## src/core/rxsem_pkg.sv

```systemverilog
// package: constants for the receive signalling event mask block
`default_nettype none
package rxsem_pkg;
	// mask bit positions within the channel mask byte
	localparam int unsigned MASK_LINE_STATE_BIT = 4;
	localparam int unsigned MASK_DUPLICATE_BIT  = 5;
	localparam int unsigned MASK_COUNT_DOWN_BIT = 6;
	localparam int unsigned MASK_COUNT_UP_BIT   = 7;
	localparam int unsigned MASK_WIDTH          = 8;
	// value after reset: every event masked
	localparam logic [7:0]  MASK_RESET          = 8'hF0;
	// message signature width default
	localparam int unsigned SIG_WIDTH_DEF       = 32;
	// number of interrupt request outputs
	localparam int unsigned EVT_COUNT           = 4;
	localparam logic [3:0]  EVT_NONE            = 4'h0;
	localparam logic        HISTORY_RESET       = 1'b0;
	localparam logic        DETECT_RESET        = 1'h0;
endpackage : rxsem_pkg
`default_nettype wire

```

## src/core/rxsem_event_mask.sv

```systemverilog
// module: receive signalling event masking and duplicate message filter
`timescale 1ns/10ps
`default_nettype none
module rxsem_event_mask #(
	parameter int unsigned SIG_WIDTH = rxsem_pkg::SIG_WIDTH_DEF
) (
	// clock and reset
	input  wire logic                             clock,
	input  wire logic                             rst,
	// channel configuration
	input  wire logic                             ss7_fcs16_mode,
	input  wire logic [rxsem_pkg::MASK_WIDTH-1:0] mask_bits,
	// monitor count changes, one-cycle pulses
	input  wire logic                             err_count_up_event,
	input  wire logic                             err_count_down_event,
	// line state events, one-cycle pulses
	input  wire logic                             abort_code_change_event,
	input  wire logic                             idle_code_change_event,
	input  wire logic                             short_msg_event,
	// end of received message with its signature
	input  wire logic                             msg_end,
	input  wire logic [SIG_WIDTH-1:0]             msg_signature,
	// detections, unmasked
	output logic                                  duplicate_msg_event,
	output logic                                  msg_discard,
	// interrupt requests after masking
	output logic                                  err_count_up_irq,
	output logic                                  err_count_down_irq,
	output logic                                  duplicate_msg_irq,
	output logic                                  line_state_irq
);
	import rxsem_pkg::*;

	////////////////////////////////////////////////////////////////////////
	logic [SIG_WIDTH-1:0] last_sig_reg;
	logic [SIG_WIDTH-1:0] last_sig_next;
	logic                 have_last_reg;
	logic                 have_last_next;
	logic [EVT_COUNT-1:0] irq_reg;
	wire [EVT_COUNT-1:0]  irq_next;
	logic                 dup_reg;
	logic                 dup_next;
	wire                  err_count_up_mask   = mask_bits[MASK_COUNT_UP_BIT];
	wire                  err_count_down_mask = mask_bits[MASK_COUNT_DOWN_BIT];
	wire                  duplicate_msg_mask  = mask_bits[MASK_DUPLICATE_BIT];
	wire                  line_state_mask     = mask_bits[MASK_LINE_STATE_BIT];
	wire                  line_evt;
	wire                  dup_hit;
	wire [EVT_COUNT-1:0]  evt_raw;
	wire [EVT_COUNT-1:0]  evt_mask;

	////////////////////////////////////////////////////////////////////////
	// compare with previous
	assign dup_hit        = ss7_fcs16_mode && msg_end && have_last_reg && (msg_signature == last_sig_reg);
	assign last_sig_next  = msg_end ? msg_signature : last_sig_reg;
	assign have_last_next = (msg_end && ss7_fcs16_mode) ? 1'b1 : (ss7_fcs16_mode ? have_last_reg : 1'b0);
	assign dup_next       = dup_hit;
	assign line_evt       = abort_code_change_event || idle_code_change_event || short_msg_event;
	assign evt_raw[3]     = ss7_fcs16_mode && err_count_up_event;
	assign evt_raw[2]     = ss7_fcs16_mode && err_count_down_event;
	assign evt_raw[1]     = dup_hit;
	assign evt_raw[0]     = line_evt;
	assign evt_mask       = {err_count_up_mask, err_count_down_mask, duplicate_msg_mask, line_state_mask};

	for (genvar i = 0; i < EVT_COUNT; i++) begin : g_report
		assign irq_next[i] = evt_raw[i] && !evt_mask[i];

	end

	always_ff @(posedge clock) begin
		if (rst) begin
			last_sig_reg  <= '0;
			have_last_reg <= HISTORY_RESET;
		end else begin
			last_sig_reg  <= last_sig_next;
			have_last_reg <= have_last_next;
		end
	end

	always_ff @(posedge clock) begin
		if (rst) begin
			dup_reg <= DETECT_RESET;
		end else begin
			dup_reg <= dup_next;
		end
	end

	always_ff @(posedge clock) begin
		if (rst) begin
			irq_reg <= EVT_NONE;
		end else begin
			irq_reg <= irq_next;
		end
	end

	////////////////////////////////////////////////////////////////////////
	assign err_count_up_irq    = irq_reg[3];
	assign err_count_down_irq  = irq_reg[2];
	assign duplicate_msg_irq   = irq_reg[1];
	assign line_state_irq      = irq_reg[0];
	assign duplicate_msg_event = dup_reg;
	assign msg_discard         = dup_reg;
endmodule : rxsem_event_mask
`default_nettype wire

```

## config.mk

```make
export PLATFORM = sky130hd
export DESIGN_NAME = rxsem_event_mask
export DESIGN_NICKNAME = d
export VERILOG_FILES = /design/src/core/rxsem_pkg.sv /design/src/core/rxsem_event_mask.sv
export SDC_FILE = /design/constraint.sdc
export NUM_CORES = 1
export LEC_CHECK = 0
export BUFFER_PORTS_ARGS = -buffer_cell sky130_fd_sc_hd__buf_4
export CAP_MARGIN = 0
export CORE_MARGIN = 4
export CORE_UTILIZATION = 25
export DETAILED_ROUTE_END_ITERATION = 8
export GPL_ROUTABILITY_DRIVEN = 1
export GPL_TIMING_DRIVEN = 1
export PLACE_DENSITY_LB_ADDON = 0.2
export SYNTH_ARGS = -nofsm -noshare
export SYNTH_HDL_FRONTEND = slang
export SYNTH_SLANG_ARGS = --single-unit
```

## constraint.sdc

```tcl
create_clock -name clock -period 2.2 [get_ports clock]
set_input_delay 0.44 -clock clock [delete_from_list [all_inputs] [get_ports clock]]
set_output_delay 0.44 -clock clock [all_outputs]
set_load 0.02 [all_outputs]
```

==> qor.txt, run 1 <==
Avg Synthesized Cell Area - 10.3 sq um
vias in the first global route - 1250
Max Cap Viol - 0
Post-CTS Setup Bufs - 0
Die ar. - 8110 sq um
CP required - 2.40 ns
Synth Instances - 164
Area Overhead vs Synth - 31.3%
crit path kind - flop to flop
Remaining DRCs - 0
maximum VDD drop - 0.000246 V
DP Area - 2120 sq um
path depth of the worst reg2reg path - 4
CP cell instances - xor2_1 > nor4_1 > nand4_1 > nor4_2
Slew @ Worst Pin - 0.366 ns
largest net degree at the start of global routing - 35
final hold viol count - 0
initial antenna violation count - 0
Clock Sinks - 38
Power Total - 1.47 mW
Ys Warns - 0
grt peak-use layer - met2
CTS Hold Bufs - 0
Hold Path Class - input pin to flop
Die Span Y - 90.1 um
Die W - 90.1 um
Syn Nets - 213
grt met3 use - 3.67%
leading cell types in the layout, fill and taps excluded - buf_4 (51), dfxtp_1 (38), nor2_1 (34), mux2i_1 (32), xor2_1 (29)
# setup viols final - 0
crit path to - irq_reg[1]$_SDFF_PP0_
H-tree Lvls - 2
xor and xnor area share after synthesis - 16.6%
RSZ-0062 raised after global routing - false
commonest non-fill, non-tap cell in the layout - buf_4
Synth Area in Compound Gates - 0%
CTS buffer count - 5
crit-path max cell delay - 0.38 ns
Tcrit/Tclk final - 63.7%
Core Rows - 29
first-pass GRT wire length - 6.15 mm
Synth Area in Simple Gates - 16.6%
DRT antenna net count - 0
vias per inst - 4.15
total grt overflow - 0
diode count - 0
setup_tns - 0 ns
Worst-path clk slew - 0.08 ns
core box area - 6460 sq um
PostCTS Resize Cnt - 0
layout net count - 262
Worst path slowest cell - nor4_1
reg2reg end - irq_reg[1]$_SDFF_PP0_
latest clock arrival within the worst-skew pair - 0.28 ns
mux share of post-synthesis cell area - 19.0%
share of layout cells above drive strength 1 - 29.9%
DRT Pass-1 Iters - 2
Post-Route WL - 3.49 mm
crit path launch type - flop
CTS tree - built
hpwl dp - 2.56 mm
num ports - 55
Final Slew Violations - 0
M2 GR Usage - 14.6%
WP data arrival - 1.60 ns
crit path time final - 1.40 ns
post-synthesis register bit count - 38
mapped cell area - 1680 sq um
max reg flops - 32
Cell Pwr Density - 663 nW/um^2
number of buffers added on ports - 50
Leakage - 1.05 nW
DR iter-0 viols - 19
via count - 1209
Starting Density - 26.1%
clk root buf - clkbuf_8
routability cong. - 0.666
end-of-flow core utilization - 34.2%
Worst Path Max Fanout - 2
pre-CTS setup slack - 0.535 ns
Post-Synth Adder-Cell Area - 0%
CP Capture Type - flop
status - complete, no violations
Unique masters post-synth - 16
largest family of logic cells by synthesized area - multiplexers
Finished Cell Area - 2210 sq um
reg2reg start - last_sig_reg[6]$_SDFFE_PP0P_
clock buffer depth - 2
max frequency - 713 MHz
Critical Path Start - last_sig_reg[6]$_SDFFE_PP0P_
R2R setup slack - 0.80 ns
worst clock skew - 0.00639 ns
worst setup margin - 0.798 ns
Tot GR Track Use - 9.50%
grt met1 use - 12.0%
worst relative slew slack - 75.4%
routed len/inst - 12.0 um
Seq/Total Area, Yosys - 45.2%
==> worst min path at each step <==
| stage | startpoint | endpoint | depth (start not counted) |
|---|---|---|---|
| after floorplan | have_last_reg$_SDFFE_PP0P_ | have_last_reg$_SDFFE_PP0P_ | 2 |
| after global placement | have_last_reg$_SDFFE_PP0P_ | have_last_reg$_SDFFE_PP0P_ | 2 |
| after detailed placement | have_last_reg$_SDFFE_PP0P_ | have_last_reg$_SDFFE_PP0P_ | 2 |
| after CTS | mask_bits[6] | irq_reg[2]$_SDFF_PP0_ | 2 |
| after global routing | mask_bits[6] | irq_reg[2]$_SDFF_PP0_ | 2 |
| final | mask_bits[6] | irq_reg[2]$_SDFF_PP0_ | 2 |
==> power by group <==
group | internal [mW] | switching, mW | total (mW)
Combinational | 0.122 | 0.0992 | 0.222
Sequential | 0.725 | 0.0220 | 0.747
Clock | 0.253 | 0.243 | 0.496
Total | 1.10 | 0.364 | 1.47
==> per-stage QoR <==
stage	hold WS, ns	std cells
4_1_cts	0.288	291
5_1_grt	0.283	291
2_1_floorplan	0.435	164
6_report	0.302	291
3_5_place_dp	0.465	283
3_3_place_gp	0.450	283
==> worst max-delay path, delay by kind of cell, from the launching register on <==
family	cells	cell delay, ns
xor gates and xnor gates	1	0.16
DFF	1	0.32
and+or+nand+nor	3	0.83
==> cells by family (layout without fill, tap and decap cells) <==
| family | count (synthesis) | after routing |
|---|---|---|
| DFF | 38 | 38 |
| buffers and inverters | 9 | 59 |
| and+or+nand+nor | 53 | 53 |
| xor gates and xnor gates | 32 | 32 |
| muxes | 32 | 32 |
==> Yosys cell counts <==
| cell | count | area (sq um) |
|---|---|---|
| dfxtp_1 | 38 | 761 |
| nor2_1 | 34 | 128 |
| mux2i_1 | 32 | 320 |
| xor2_1 | 29 | 254 |
| buf_2 | 5 | 25.0 |
| nor4_2 | 5 | 62.6 |
| nor3_1 | 4 | 20.0 |
| clkbuf_1 | 3 | 11.3 |
| nor4_1 | 3 | 18.8 |
| xnor2_1 | 3 | 26.3 |
| nand4_1 | 2 | 12.5 |
| nor3b_1 | 2 | 15.0 |
| buf_4 | 1 | 7.51 |
| nand2_1 | 1 | 3.75 |
| nand2b_4 | 1 | 13.8 |
| nand3_1 | 1 | 5.00 |
==> cell type report <==
type                    count  area, sq um
repair buffers             51          383
clock inverters             1         5.00
fillers                   687         4250
multi-input cells         117          880
clock buffers               7         86.3
flip-flops and latches     38          761
well taps                  77         96.3
==> metal layers <==
layer / share of wire (%) / wire (um)
met5: 0 / 0
met4: 1.1 / 38
met3: 5.8 / 201
met2: 44 / 1540
met1: 49 / 1710
(Power assumes the default switching activity.)
==> inputs of run 2 (changes only) <==
clock period = 1.4 ns   (was 2.2 ns; I/O delays follow)
==> qor.txt, run 2 (same netlist as run 1, synthesis figures left out) <==
status - complete, no violations
number of buffers added on ports - 50 (unchanged)
worst relative slew slack - 75.2% (-0.20 points)
Hold EP - irq_reg[2]$_SDFF_PP0_
Starting Density - 26.1% (unchanged)
maximum VDD drop - 0.000483 V (+96%)
Worst-path clk slew - 0.07 ns (about the same)
CTS tree - built
clock buffer depth - 2 (unchanged)
Area Overhead vs Synth - 34.1%
setup_tns - 0 ns (unchanged)
WP data arrival - 1.53 ns (-0.07 ns)
Remaining DRCs - 0 (unchanged)
H-tree Lvls - 2 (unchanged)
CP Capture Type - flop
Hold Path Class - input pin to flop
fill cell count - 706 (+2.8%)
Max Cap Viol - 0 (unchanged)
Worst Path Max Fanout - 2 (unchanged)
CP cell instances - xor2_1 > nor4_2 > nand4_1 > nor4_2
max reg flops - 32 (unchanged)
Slew @ Worst Pin - 0.373 ns (+0.00637 ns)
initial antenna violation count - 0 (unchanged)
Leakage - 1.07 nW (+1.3%)
DRT antenna net count - 0 (unchanged)
total grt overflow - 0 (unchanged)
Power Total - 2.33 mW (+59%)
max frequency - 755 MHz (+5.8%)
cell count of the worst hold path - 2 (unchanged)
min-delay src - mask_bits[6]
first-pass GRT wire length - 6.15 mm (unchanged)
crit path kind - flop to flop
reg2reg start - last_sig_reg[30]$_SDFFE_PP0P_
share of layout cells above drive strength 1 - 32.9% (+3.0 points)
RSZ-0062 raised after global routing - true
num ports - 55 (unchanged)
Tot GR Track Use - 9.53% (+0.025 points)
CTS Hold Bufs - 0 (unchanged)
CP required - 1.61 ns (-0.79 ns)
end-of-flow core utilization - 35.0% (+0.74 points)
R2R setup slack - 0.08 ns (-0.72 ns)
largest net degree at the start of global routing - 34 (-2.9%)
commonest non-fill, non-tap cell in the layout - buf_4
final hold viol count - 0 (unchanged)
core box area - 6460 sq um (unchanged)
worst clock skew - 0.00147 ns (-0.00492 ns)
DP Area - 2140 sq um (+1.1%)
Die Span Y - 90.1 um (unchanged)
CTS buffer count - 5 (unchanged)
Tcrit/Tclk final - 94.6% (+31 points)
routed len/inst - 12.3 um (+2.4%)
# setup viols final - 0 (unchanged)
routability cong. - 0.664 (-0.30%)
DRT Pass-1 Iters - 3 (+1)
Cell Pwr Density - 1030 nW/um^2 (+56%)
crit path launch type - flop
crit path time final - 1.32 ns (-0.0771 ns)
Post-Route WL - 3.60 mm (+3.1%)
Core Rows - 29 (unchanged)
clk root buf - clkbuf_8
Die W - 90.1 um (unchanged)
hpwl dp - 2.63 mm (+2.8%)
reg2reg end - irq_reg[1]$_SDFF_PP0_
via count - 1243 (+2.8%)
vias per inst - 4.24 (+2.1%)
Worst path slowest cell - dfxtp_1
Die ar. - 8110 sq um (unchanged)
diode count - 0 (unchanged)
DR iter-0 viols - 36 (+17)
layout net count - 264 (+0.76%)
latest clock arrival within the worst-skew pair - 0.29 ns (about the same)
Final Slew Violations - 0 (unchanged)
CP most frequent cell - nor4_2
WHS - 0.142 ns (-0.160 ns)
Finished Cell Area - 2260 sq um (+2.2%)
vias in the first global route - 1291 (+3.3%)
Clock Sinks - 38 (unchanged)
leading cell types in the layout, fill and taps excluded - buf_4 (53), dfxtp_1 (36), nor2_1 (34), mux2i_1 (32), xor2_1 (27)
crit-path max cell delay - 0.32 ns (-0.06 ns)
path depth of the worst reg2reg path - 4 (unchanged)
==> run 2: changes by cell type in the layout (fill, tap and decap cells not counted) <==
cell	delta
xor2_1	-2
dfxtp_1	-2
xor2_2	+2
nor4_4	+1
dfxtp_2	+2
nor4_1	-1
buf_4	+2
==> run 2: worst max-delay path: cells and delay by family, from the launching register on <==
kind	cells	cell delay [ns]
simple gates	3	0.75
xor+xnor	1	0.16
flops	1	0.32
==> run 2: power breakdown <==
part | switching [mW] | leakage (nW) | internal, mW
registers | 0.0352 | 0.314 | 1.14
logic | 0.166 | 0.703 | 0.200
clock network | 0.389 | 0.0482 | 0.398
==> run 2: routing by layer <==
layer,up-vias,GRT usage (%),routed length (um)
met1,566,11.7,1680
met2,29,15.0,1640
met5,-,0,0
met4,0,3.44,55
li1,643,-,-
met3,5,3.84,225
==> run 2: repair_timing <==
action | CTS | global route
pin swaps | 2 | 6
setup endpoints to repair | 2 | 2
setup buffers | 0 | 0
cloned | 0 | 0
gates resized for setup | 1 | 5
==> run 2: through the flow <==
stage                     std cells  setup slack, ns
after floorplan                 164            0.232
after detailed placement        286           -0.156
after global placement          286           -0.164
after CTS                       293          0.00449
final                           293           0.0753
after global routing            293          -0.0391
==> run 2: worst max path at each step <==
| stage | startpoint | to | slack, ns | cells past startpoint |
|---|---|---|---|---|
| finish | last_sig_reg[30]$_SDFFE_PP0P_ | irq_reg[1]$_SDFF_PP0_ | 0.08 | 4 |
| detailed placement | msg_signature[6] | irq_reg[1]$_SDFF_PP0_ | -0.16 | 6 |
| CTS | last_sig_reg[13]$_SDFFE_PP0P_ | irq_reg[1]$_SDFF_PP0_ | 0.004 | 4 |
| global route | last_sig_reg[19]$_SDFFE_PP0P_ | irq_reg[1]$_SDFF_PP0_ | -0.04 | 4 |
| global placement | msg_signature[6] | irq_reg[1]$_SDFF_PP0_ | -0.16 | 6 |
| floorplan | last_sig_reg[9]$_SDFFE_PP0P_ | irq_reg[1]$_SDFF_PP0_ | 0.23 | 4 |
==> run 2: final cells by class <==
type,instances,area (sq um),area share [%]
Multi-Input combinational cell,117,910,40.3
Sequential cell,38,763,33.8
Timing Repair Buffer,53,398,17.6
Clock inverter,1,5.00,0.222
Tap cell,77,96.3,4.27
Clock buffer,7,86.3,3.82
==> inputs of run 3 (changes only) <==
RECOVER_POWER = 50   (was unset)
==> qor.txt, run 3 (same netlist as run 1, synthesis figures left out) <==
Worst-path clk slew - 0.07 ns (about the same)
via count - 1248 (+0.40%)
DP Area - 2140 sq um (unchanged)
CTS tree - built
num ports - 55 (unchanged)
WP data arrival - 1.53 ns (about the same)
DRT antenna net count - 0 (unchanged)
DR iter-0 viols - 39 (+8.3%)
Max Cap Viol - 0 (unchanged)
Leakage - 1.05 nW (-1.0%)
crit path launch type - flop
Final Slew Violations - 0 (unchanged)
Hold Path Class - input pin to flop
Critical Path Start - last_sig_reg[30]$_SDFFE_PP0P_
first-pass GRT wire length - 6.15 mm (unchanged)
Tcrit/Tclk final - 94.6% (about the same)
Die W - 90.1 um (unchanged)
Starting Density - 26.1% (unchanged)
Buf/Inv on CP - 0 (unchanged)
Die ar. - 8110 sq um (unchanged)
Worst Path Max Fanout - 2 (unchanged)
WHS - 0.142 ns (+0.000155 ns)
max frequency - 755 MHz (unchanged)
core box area - 6460 sq um (unchanged)
CTS buffer count - 5 (unchanged)
total grt overflow - 0 (unchanged)
Remaining DRCs - 0 (unchanged)
CP top delay family - simple AND/OR/NAND/NOR gates
CP required - 1.61 ns (about the same)
final hold viol count - 0 (unchanged)
max reg flops - 32 (unchanged)
share of layout cells above drive strength 1 - 31.9% (-0.93 points)
hpwl dp - 2.63 mm (unchanged)
CP cell instances - xor2_1 > nor4_2 > nand4_1 > nor4_2
CP Capture Type - flop
CTS Hold Bufs - 0 (unchanged)
H-tree Lvls - 2 (unchanged)
diode count - 0 (unchanged)
clk root buf - clkbuf_8
commonest non-fill, non-tap cell in the layout - buf_4
crit path kind - flop to flop
Slew @ Worst Pin - 0.730 ns (+0.357 ns)
status - complete, no violations
clock buffer depth - 2 (unchanged)
Tot GR Track Use - 9.53% (unchanged)
leading cell types in the layout, fill and taps excluded - buf_4 (49), dfxtp_1 (36), nor2_1 (34), mux2i_1 (32), xor2_1 (27)
layout net count - 264 (unchanged)
reg2reg start - last_sig_reg[30]$_SDFFE_PP0P_
vias per inst - 4.26 (+0.40%)
fill cell count - 710 (+0.57%)
Post-CTS Setup Bufs - 0 (unchanged)
vias in the first global route - 1291 (unchanged)
Clock Sinks - 38 (unchanged)
CP most frequent cell - nor4_2
min-delay src - mask_bits[6]
latest clock arrival within the worst-skew pair - 0.29 ns (about the same)
Cell Pwr Density - 1040 nW/um^2 (+0.47%)
crit-path max cell delay - 0.32 ns (about the same)
DRT Pass-1 Iters - 3 (unchanged)
Finished Cell Area - 2240 sq um (-0.72%)
end-of-flow core utilization - 34.7% (-0.25 points)
RSZ-0062 raised after global routing - true
worst clock skew - 0.00147 ns (unchanged)
Die Span Y - 90.1 um (unchanged)
number of buffers added on ports - 50 (unchanged)
Area Overhead vs Synth - 33.1%
maximum VDD drop - 0.000483 V (about the same)
# setup viols final - 0 (unchanged)
initial antenna violation count - 0 (unchanged)
Post-Route WL - 3.61 mm (+0.14%)
largest net degree at the start of global routing - 34 (unchanged)
crit path time final - 1.32 ns (+0.000000600 ns)
worst relative slew slack - 51.4% (-24 points)
routability cong. - 0.664 (unchanged)
routed len/inst - 12.3 um (+0.14%)
Core Rows - 29 (unchanged)
Worst path slowest cell - dfxtp_1
run 3: stage by stage:
stage / TNS (ns) / cells / power (mW) / worst slack (ns)
2_1_floorplan: 0 / 164 / 1.40 / 0.232
3_3_place_gp: -0.284 / 286 / 1.56 / -0.164
3_5_place_dp: -0.285 / 286 / 1.56 / -0.156
4_1_cts: 0 / 293 / 2.37 / 0.00449
5_1_grt: -0.0474 / 293 / 2.47 / -0.0391
6_report: 0 / 293 / 2.32 / 0.0753
run 3: layout make-up:
| type | count | area [sq um] | area share (%) |
|---|---|---|---|
| clock buffer | 7 | 86.3 | 3.85 |
| timing repair buffer | 53 | 389 | 17.4 |
| multi-input combinational | 117 | 902 | 40.2 |
| sequential | 38 | 763 | 34.0 |
| tap | 77 | 96.3 | 4.30 |
| clock inverter | 1 | 5.00 | 0.223 |
run 3: report_power, final:
group / internal (mW) / total, mW / switching, mW
registers: 1.14 / 1.18 / 0.0352
clock network: 0.398 / 0.787 / 0.389
logic: 0.195 / 0.360 / 0.165
run 3: layer usage:
layer  routed length (um)  track usage [%]  up-vias
met3                  225             3.84        5
met5                    0                0        -
met2                 1640             15.0       29
met4                   55             3.44        0
li1                     -                -      644
met1                 1690             11.7      570
run 3: timing repair:
item | CTS | global route
setup endpoints to repair | 2 | 2
gates resized for setup | 1 | 5
pin swaps | 2 | 6
run 3: worst paths after layout:
kind / end / cells after the start / slack (ns)
worst max-delay path: irq_reg[1]$_SDFF_PP0_ / 4 / 0.08
worst max register to register: irq_reg[1]$_SDFF_PP0_ / 4 / 0.08
worst min-delay path: irq_reg[2]$_SDFF_PP0_ / 2 / 0.14
worst min register to register: have_last_reg$_SDFFE_PP0P_ / 2 / 0.49
